==> src/dcad_cfg.svh <==
/*
 * constants of the command/address decoder: bus widths, command codes, row and column limits.
 * assumes nothing; included by the package and the design.
 */
`ifndef DCAD_CFG_SVH
`define DCAD_CFG_SVH
`define DCAD_CA_W         6
`define DCAD_BANK_W       3
`define DCAD_ROW_W        19
`define DCAD_COL_W        10
`define DCAD_CLK_MHZ      50
`define DCAD_LINK_NS      160
// first-cycle codes on the command/address bus, with chip select high
// column codes fill the low three bits so the upper three stay free for the bank
`define DCAD_OP_ACT1      2'h1
`define DCAD_CMD_WR       3'h4
`define DCAD_CMD_MWR      3'h6
`define DCAD_CMD_RD       3'h2
`define DCAD_CMD_ACT2_LO  2'h3
`define DCAD_BURST_BEATS  4'h8
`define DCAD_FIFO_DEPTH   8
`endif

==> src/dcad_pkg.sv <==
/*
 * types of the command/address decoder.
 * assumes dcad_cfg.svh sits in the include path.
 */
`include "dcad_cfg.svh"
package dcad_pkg;
	typedef enum logic [1:0] {
		DCAD_KIND_READ,
		DCAD_KIND_WRITE,
		DCAD_KIND_MASK_WRITE
	} dcad_kind_t;

	// one decoded burst request
	typedef struct packed {
		dcad_kind_t                kind;
		logic [`DCAD_BANK_W-1:0]   bank;
		logic [`DCAD_ROW_W-1:0]    row;
		logic [`DCAD_COL_W-1:0]    col;
		logic                      rowBad;
	} dcad_req_t;
endpackage

==> src/dcad_top.sv <==
/*
 * command/address receiver and row, bank, column decoder, with a request fifo.
 * assumes the controller drives the link and its clock, which is sampled by our clock.
 */
// Functional notes
// - eight banks, selected by three bank select bits in each command
// - command, address and bank all arrive on one six-bit bus
// - each command spans two link cycles, sampled on the rising link edge
// - data lines carry two bits per cycle, one each half cycle
// - one access is a 16n word serialised into eight link cycles
// - bursts start at the selected column and run the programmed length
// - activate opens a row in a bank from its captured address bits
// - column commands give the bank and starting column of the burst
// - the four low column bits are not sent and read as zero
// - rows breaking that restriction are undefined; only flagged, never relied on
// - inputs are sampled where the true clock rises
// - chip select and clock enable are part of the command code
`timescale 1ns/1ps
`include "dcad_cfg.svh"

/* ****************************************************************** */
/* request fifo                                                       */
/* ****************************************************************** */
module dcad_fifo #(
	parameter int WIDTH = 8,
	parameter int DEPTH = `DCAD_FIFO_DEPTH
) (
	input  wire logic             clock,     // system clock
	input  wire logic             rst_b,     // sync reset, low
	input  wire logic [WIDTH-1:0] inData,    // write data
	input  wire logic             inValid,   // write request
	output logic                  inReady,   // not full
	output logic      [WIDTH-1:0] outData,   // head word
	output logic                  outValid,  // not empty
	input  wire logic             outReady   // drain
);
	localparam int AW = $clog2(DEPTH);
	logic [WIDTH-1:0] mem_q [DEPTH];
	logic [AW-1:0]    wrPtr_q;
	logic [AW-1:0]    rdPtr_q;
	logic [AW:0]      count_q;
	logic             push;
	logic             pop;

	// honest full and empty from the occupancy count
	assign inReady  = (count_q != DEPTH[AW:0]);
	assign outValid = (count_q != '0);
	assign outData  = mem_q[rdPtr_q];
	assign push     = inValid && inReady;
	assign pop      = outValid && outReady;

	// storage written only on push
	always_ff @(posedge clock) begin
		if (push) begin
			mem_q[wrPtr_q] <= inData;
		end
	end

	// pointers wrap at the depth, which need not be a power of two
	always_ff @(posedge clock) begin
		if (!rst_b) begin
			wrPtr_q <= '0;
			rdPtr_q <= '0;
			count_q <= '0;
		end else begin
			if (push) begin
				wrPtr_q <= (wrPtr_q == AW'(DEPTH-1)) ? '0 : wrPtr_q + 1'b1;
			end
			if (pop) begin
				rdPtr_q <= (rdPtr_q == AW'(DEPTH-1)) ? '0 : rdPtr_q + 1'b1;
			end
			count_q <= count_q + {{AW{1'b0}}, push} - {{AW{1'b0}}, pop};
		end
	end
endmodule

/* ****************************************************************** */
/* decoder top                                                        */
/* ****************************************************************** */
module dcad_top #(
	parameter int ROW_BITS = 17  // row bits used at this density
) (
	input  wire logic                       clock,          // system clock, 50 MHz
	input  wire logic                       rst_b,          // sync reset, low
	input  wire logic                       clockTrue,      // link clock from controller
	input  wire logic                       clockEnable,    // link clock enable pin
	input  wire logic                       chipSelect,     // chip select pin
	input  wire logic [`DCAD_CA_W-1:0]      cmdAddrBus,     // command/address pins
	output dcad_pkg::dcad_req_t             reqOut,         // decoded burst request
	output logic                            reqValid,       // request present
	input  wire logic                       reqReady,       // consumer takes request
	output logic                            cmdDropped,     // pulse: fifo full, lost
	output logic                            cmdNoRow        // pulse: column cmd, bank closed
);
	typedef enum logic [1:0] {
		DCAD_IDLE,
		DCAD_ACT_TWO,
		DCAD_COL_TWO
	} dcad_state_t;

	logic [`DCAD_CA_W-1:0] caSync1_q, caSync2_q;
	logic [2:0]            ckSync_q;
	logic                  csSync1_q, csSync2_q, ckeSync1_q, ckeSync2_q;
	logic                  linkRise;
	dcad_state_t           state_q;
	logic [`DCAD_CA_W-1:0] first_q;
	logic                  firstCs_q;
	logic [`DCAD_ROW_W-1:0]  openRow_q [8];
	logic [7:0]              bankOpen_q;
	dcad_pkg::dcad_req_t   req_d;
	logic                  push_q;
	dcad_pkg::dcad_req_t   pushData_q;
	logic                  fifoReady;
	dcad_pkg::dcad_req_t   fifoData;
	logic                  fifoValid;
	logic [`DCAD_BANK_W-1:0] colBank;

	// two flops on every pin; third clock stage only feeds the edge detector
	always_ff @(posedge clock) begin
		if (!rst_b) begin
			caSync1_q  <= '0;
			caSync2_q  <= '0;
			ckSync_q   <= 3'h0;
			csSync1_q  <= 1'b0;
			csSync2_q  <= 1'b0;
			ckeSync1_q <= 1'b0;
			ckeSync2_q <= 1'b0;
		end else begin
			caSync1_q  <= cmdAddrBus;
			caSync2_q  <= caSync1_q;
			ckSync_q   <= {ckSync_q[1:0], clockTrue};
			csSync1_q  <= chipSelect;
			csSync2_q  <= csSync1_q;
			ckeSync1_q <= clockEnable;
			ckeSync2_q <= ckeSync1_q;
		end
	end

	// rising true clock seen after the sync stages; data pins lag by the same two flops
	assign linkRise = ckSync_q[1] && !ckSync_q[2] && ckeSync2_q;

	// two-cycle command framing
	always_ff @(posedge clock) begin
		if (!rst_b) begin
			state_q   <= DCAD_IDLE;
			first_q   <= '0;
			firstCs_q <= 1'b0;
		end else if (linkRise) begin
			case (state_q)
				DCAD_IDLE: begin
					// chip select high with our codes opens a command
					if (csSync2_q && caSync2_q[1:0] == `DCAD_OP_ACT1) begin
						state_q <= DCAD_ACT_TWO;
					end else if (csSync2_q && (caSync2_q[2:0] == `DCAD_CMD_RD ||
						caSync2_q[2:0] == `DCAD_CMD_WR || caSync2_q[2:0] == `DCAD_CMD_MWR)) begin
						state_q <= DCAD_COL_TWO;
					end
					first_q   <= caSync2_q;
					firstCs_q <= csSync2_q;
				end
				default: begin
					state_q <= DCAD_IDLE;
				end
			endcase
		end
	end

	// bank of a column command rides the upper bits of its first cycle
	assign colBank = first_q[5:3];

	// activate: bank from the second cycle, row from both cycles, unused high row bits ignored
	always_ff @(posedge clock) begin
		if (!rst_b) begin
			bankOpen_q <= 8'h00;
			for (int i = 0; i < 8; i++) begin
				openRow_q[i] <= '0;
			end
		end else if (linkRise && state_q == DCAD_ACT_TWO) begin
			bankOpen_q[caSync2_q[2:0]] <= 1'b1;
			openRow_q[caSync2_q[2:0]]  <= `DCAD_ROW_W'({first_q[5:2], caSync2_q[5:3], 12'h000}
				& ((`DCAD_ROW_W'(1) << ROW_BITS) - 1'b1));
		end
	end

	// burst request: column low bits forced zero, open row joined
	always_comb begin
		req_d        = '0;
		req_d.bank   = colBank;
		req_d.row    = openRow_q[colBank];
		req_d.col    = {caSync2_q[5:0], 2'h0, 2'h0};
		req_d.kind   = (first_q[2:0] == `DCAD_CMD_RD)  ? dcad_pkg::DCAD_KIND_READ :
		               (first_q[2:0] == `DCAD_CMD_MWR) ? dcad_pkg::DCAD_KIND_MASK_WRITE :
		                                                 dcad_pkg::DCAD_KIND_WRITE;
		// flag only: a row breaking the non-binary rule is never relied on
		req_d.rowBad = openRow_q[colBank][ROW_BITS-1] &&
			openRow_q[colBank][ROW_BITS-2];
	end

	// one push per completed column command on an open bank; the fifo takes the burst unless full
	always_ff @(posedge clock) begin
		if (!rst_b) begin
			push_q     <= 1'b0;
			pushData_q <= '0;
			cmdDropped <= 1'b0;
			cmdNoRow   <= 1'b0;
		end else begin
			push_q     <= linkRise && state_q == DCAD_COL_TWO && bankOpen_q[colBank]
				&& firstCs_q;
			pushData_q <= req_d;
			cmdNoRow   <= linkRise && state_q == DCAD_COL_TWO && !bankOpen_q[colBank];
			cmdDropped <= push_q && !fifoReady;
		end
	end

	// eight-beat serialisation of each request is left to the data path
	dcad_fifo #(
		.WIDTH ($bits(dcad_pkg::dcad_req_t)),
		.DEPTH (`DCAD_FIFO_DEPTH)
	) u_fifo (
		.clock    (clock),
		.rst_b    (rst_b),
		.inData   (pushData_q),
		.inValid  (push_q),
		.inReady  (fifoReady),
		.outData  (fifoData),
		.outValid (fifoValid),
		.outReady (!reqValid || reqReady)  // pop exactly when the output stage loads
	);

	// output register stage keeps the top outputs straight from flops
	always_ff @(posedge clock) begin
		if (!rst_b) begin
			reqOut   <= '0;
			reqValid <= 1'b0;
		end else if (!reqValid || reqReady) begin
			reqValid <= fifoValid;
			reqOut   <= fifoData;
		end
	end
endmodule

==> config.mk <==
export PLATFORM = sky130hd
export DESIGN_NAME = dcad_top
export DESIGN_NICKNAME = d
export VERILOG_FILES = /design/src/dcad_pkg.sv /design/src/dcad_top.sv
export VERILOG_INCLUDE_DIRS = /design/src
export SDC_FILE = /design/constraint.sdc
export NUM_CORES = 1
export LEC_CHECK = 0
export BUFFER_PORTS_ARGS = -buffer_cell sky130_fd_sc_hd__buf_2
export CAP_MARGIN = 20
export CORE_ASPECT_RATIO = 1.25
export CORE_MARGIN = 5
export CORE_UTILIZATION = 50
export CTS_BUF_LIST = sky130_fd_sc_hd__clkbuf_4
export DETAILED_ROUTE_END_ITERATION = 8
export PLACE_DENSITY = 0.64
export SETUP_SLACK_MARGIN = 0.3
export SLEW_MARGIN = 5
export SYNTH_ARGS = -nofsm -noshare
export SYNTH_HDL_FRONTEND = slang
export SYNTH_HIERARCHICAL = 1
export SYNTH_SLANG_ARGS = --single-unit
==> constraint.sdc <==
create_clock -name clock -period 14.87 [get_ports clock]
set_input_delay 2.2305 -clock clock [delete_from_list [all_inputs] [get_ports clock]]
set_output_delay 2.2305 -clock clock [all_outputs]
set_load 0.03 [all_outputs]
==> reports/metrics.json <==
{
  "post_cts_hold_buffer_count": {"value": 0},
  "synth_area": {"value": 16400, "unit": "sq um"},
  "grt_overflow": {"value": 0},
  "netlist-cell-type-count": {"value": 43},
  "syn-mean-instance-area": {"value": 17.7, "unit": "sq um"},
  "largest_family_of_logic_cells_by_synthesized_area": {"value": "multiplexers"},
  "worst_r2r_path_depth": {"value": 10},
  "synth_fa_ha_area_frac": {"value": 0.00884},
  "cap_viol_max_count": {"value": 0},
  "setup-tns-final": {"value": 0, "unit": "ns"},
  "port-buffer-count": {"value": 49},
  "grt_start_max_net_pins": {"value": 71},
  "worst_skew_pair.late_latency": {"value": 0.76, "unit": "ns"},
  "dr.pass1.iters": {"value": 4},
  "number_of_global_route_vias_before_repair": {"value": 9027},
  "rsz0062_at_grt": {"value": "no"},
  "fillers": {"value": 2609},
  "synth_area_leaders": {"value": "sky130_fd_sc_hd__edfxtp_1 (59%), sky130_fd_sc_hd__dfxtp_1 (13%), sky130_fd_sc_hd__mux4_1 (11%)"},
  "detailroute.via_count": {"value": 8483},
  "synth.largest_area_cell": {"value": "sky130_fd_sc_hd__edfxtp_1"},
  "route.detailed.wl_per_inst": {"value": 17.6, "unit": "um"},
  "cellLeakagePower": {"value": 7.03, "unit": "nW"},
  "seq_area": {"value": 11800, "unit": "sq um"},
  "clock_tree.htree_level_count": {"value": 3},
  "clock-skew-final": {"value": 0.0684, "unit": "ns"},
  "synth-seq-area-share": {"value": 0.717},
  "initial_utilization": {"value": 0.504},
  "synth_largest_type_area_fraction": {"value": 0.585},
  "gp_congestion": {"value": 0.774},
  "layout_common_cells": {"value": "sky130_fd_sc_hd__edfxtp_1 (320), sky130_fd_sc_hd__clkbuf_4 (148), sky130_fd_sc_hd__conb_1 (144)"},
  "routedLengthMet1": {"value": 12100, "unit": "um"},
  "postSynthCellCount": {"value": 929},
  "ios": {"value": 50},
  "track_usage": {"value": 0.171},
  "detailroute.wirelength.met2": {"value": 16000, "unit": "um"},
  "nNetsFinal": {"value": 1213},
  "dominantRegCellSynth": {"value": "sky130_fd_sc_hd__edfxtp_1"},
  "slew_viol_final": {"value": 0},
  "top_layer_used": {"value": "met4"},
  "cts.sinks": {"value": 428},
  "grt_antenna_before_repair": {"value": 1},
  "cp-start-kind": {"value": "input pin"},
  "synthToLayoutAreaGrowth": {"value": 15.5, "unit": "%"},
  "cp_data_arrival_time": {"value": 5.09, "unit": "ns"},
  "first_pass_grt_wire_length": {"value": 47700, "unit": "um"},
  "cts.repair.resized": {"value": 0},
  "yosys.area_share.simple": {"value": 0.0711},
  "power.ir.vdd_worst": {"value": 0.0677, "unit": "mV"},
  "multi_input_comb_area": {"value": 4890, "unit": "sq um"},
  "pre_cts_slack": {"value": 9.58, "unit": "ns"},
  "hpwl_after_dpl": {"value": 16300, "unit": "um"},
  "cts.clk_slew.worst_paths": {"value": 0.07, "unit": "ns"},
  "dieWidth": {"value": 172, "unit": "um"},
  "drt.antenna.violating_nets": {"value": 0},
  "yosys_register_bits": {"value": 428},
  "placement_rows": {"value": 74},
  "core_area": {"value": 32600, "unit": "sq um"},
  "report.power.total": {"value": 2.69, "unit": "mW"},
  "timing.final.ws_setup": {"value": 10.40, "unit": "ns"},
  "postCtsSetupBuffers": {"value": 0},
  "via_to_cell_ratio": {"value": 5.00},
  "critical_path_peak_fanout": {"value": 37},
  "cts_buffers": {"value": 102},
  "synth_enable_flop_cells": {"value": 320},
  "timing_worst_setup_path_type": {"value": "input pin to flip-flop"},
  "finalWorstPathRequiredPeriod": {"value": 4.47, "unit": "ns"},
  "die_area": {"value": 36600, "unit": "sq um"},
  "drt_iter0_drc": {"value": 400},
  "post-route-drc-count": {"value": 0},
  "cts-root-to-sink-buffers": {"value": 3},
  "worst-endpoint-required": {"value": 15.49, "unit": "ns"},
  "synth_mux_area_frac": {"value": 0.160},
  "synth_compound_area_frac": {"value": 0.0214},
  "setup_viol": {"value": 0},
  "met3RoutedLength": {"value": 1270, "unit": "um"},
  "timing.final.hold_violations": {"value": 0},
  "asyncSetResetFlopFracSynth": {"value": 0},
  "synth_xor_area_frac": {"value": 0.000534},
  "class_of_the_worst_hold_path": {"value": "flip-flop to flip-flop"},
  "die_h": {"value": 213, "unit": "um"},
  "run_status": {"value": "complete, no violations"},
  "clock_tree_from_tritoncts": {"value": "yes"},
  "share_of_post_route_cells_with_drive_strength_above_1": {"value": 0.228},
  "worst-slew-pin-transition": {"value": 0.979, "unit": "ns"},
  "power_density": {"value": 142, "unit": "nW/um^2"},
  "final_min_period_over_clock_period": {"value": 0.301},
  "max_freq": {"value": 224, "unit": "MHz"},
  "setup.worst_path.end_class": {"value": "flip-flop"},
  "max_slew_margin": {"value": 0.347},
  "worst_hold_path_cell_count": {"value": 1},
  "layout_commonest_cell": {"value": "sky130_fd_sc_hd__edfxtp_1"},
  "cts_root_buf": {"value": "sky130_fd_sc_hd__clkbuf_4"},
  "yosys_warnings": {"value": 6},
  "routed_wirelength": {"value": 29900, "unit": "um"}
}
## flip-flops by register name, indices dropped and copies added (netlist names), 2 cells and up, named ones only
signal	flops
ckSync_q	3
reqOut	35
u_fifo/rdPtr_q	3
caSync2_q	6
u_fifo/mem_q	280
first_q	6
openRow_q	40
u_fifo/wrPtr_q	3
pushData_q	17
state_q	2
caSync1_q	6
u_fifo/count_q	4
bankOpen_q	8
## final cells by class
class,count,share of cell area
inverter,17,0.00337
clock buffer,148,0.0586
clock inverter,44,0.0121
multi-input combinational,577,0.258
sequential,428,0.621
tap,418,0.0276
antenna,2,0.000264
timing repair buffer,64,0.0187
## critical path, cell delays in order
cell	delay [ns]
sky130_fd_sc_hd__buf_2	0.11
sky130_fd_sc_hd__nor2b_4	0.72
sky130_fd_sc_hd__clkinv_1	0.15
sky130_fd_sc_hd__buf_4	0.32
sky130_fd_sc_hd__and2_1	0.27
sky130_fd_sc_hd__ha_1	0.30
sky130_fd_sc_hd__inv_1	0.04
sky130_fd_sc_hd__ha_1	0.22
sky130_fd_sc_hd__fa_1	0.41
sky130_fd_sc_hd__xor2_1	0.16
sky130_fd_sc_hd__and2_1	0.15
## where the power goes
part           total (mW)  switching [mW]  internal (mW)
clock               0.939           0.444          0.495
sequential           1.35          0.0307           1.32
combinational       0.404           0.216          0.189
total                2.69           0.690           2.00
## cells by family (layout without fill, tap and decap cells)
logic type / count (synthesis) / count (layout)
other cells: 1 / 146
compound gates: 66 / 66
buf+inv: 67 / 273
flops: 428 / 428
simple gates: 226 / 226
xor+xnor: 1 / 1
fa+ha+maj: 11 / 11
mux: 129 / 129
## Yosys cell counts (all sizes together), types with 2 or more instances
| cell | instances |
|---|---|
| or3b | 2 |
| buf | 20 |
| mux2 | 38 |
| nand2 | 89 |
| nand2b | 10 |
| mux4 | 81 |
| and2 | 55 |
| inv | 16 |
| nand4 | 2 |
| o21ai | 13 |
| nor4 | 5 |
| nor2 | 21 |
| and4 | 4 |
| a21o | 7 |
| clkbuf | 30 |
| ha | 10 |
| nand3 | 9 |
| edfxtp | 320 |
| dfxtp | 108 |
| a21oi | 44 |
| and3b | 2 |
| nor3 | 16 |
| nand3b | 3 |
| nor2b | 3 |
| mux2i | 10 |
## metal layers
| layer | vias to the layer above | track usage |
|---|---|---|
| li1 | 4068 | - |
| met1 | 4195 | 0.205 |
| met2 | 179 | 0.303 |
| met3 | 41 | 0.0398 |
| met5 | - | 0 |
| met4 | 0 | 0.0629 |
## stage by stage
stage	hold slack (ns)	cell area, sq um	util	instances
finish	0.425	19000	0.582	1698
global route	0.433	19000	0.582	1697
CTS	0.428	18900	0.581	1695
detailed placement	0.418	17600	0.540	1503
global placement	0.414	17600	0.540	1503
floorplan	0.412	17000	-	1072
## path summary, 6_finish.rpt
kind / start / to / slack (ns)
setup / recovery: reqReady / u_fifo/count_q[2] / 10.40
hold / removal: caSync1_q[1] / caSync2_q[1] / 0.42
setup reg to reg: reqValid / u_fifo/count_q[2] / 11.66
hold reg to reg: caSync1_q[1] / caSync2_q[1] / 0.42
Note: power is estimated with default switching activity, not from simulation.
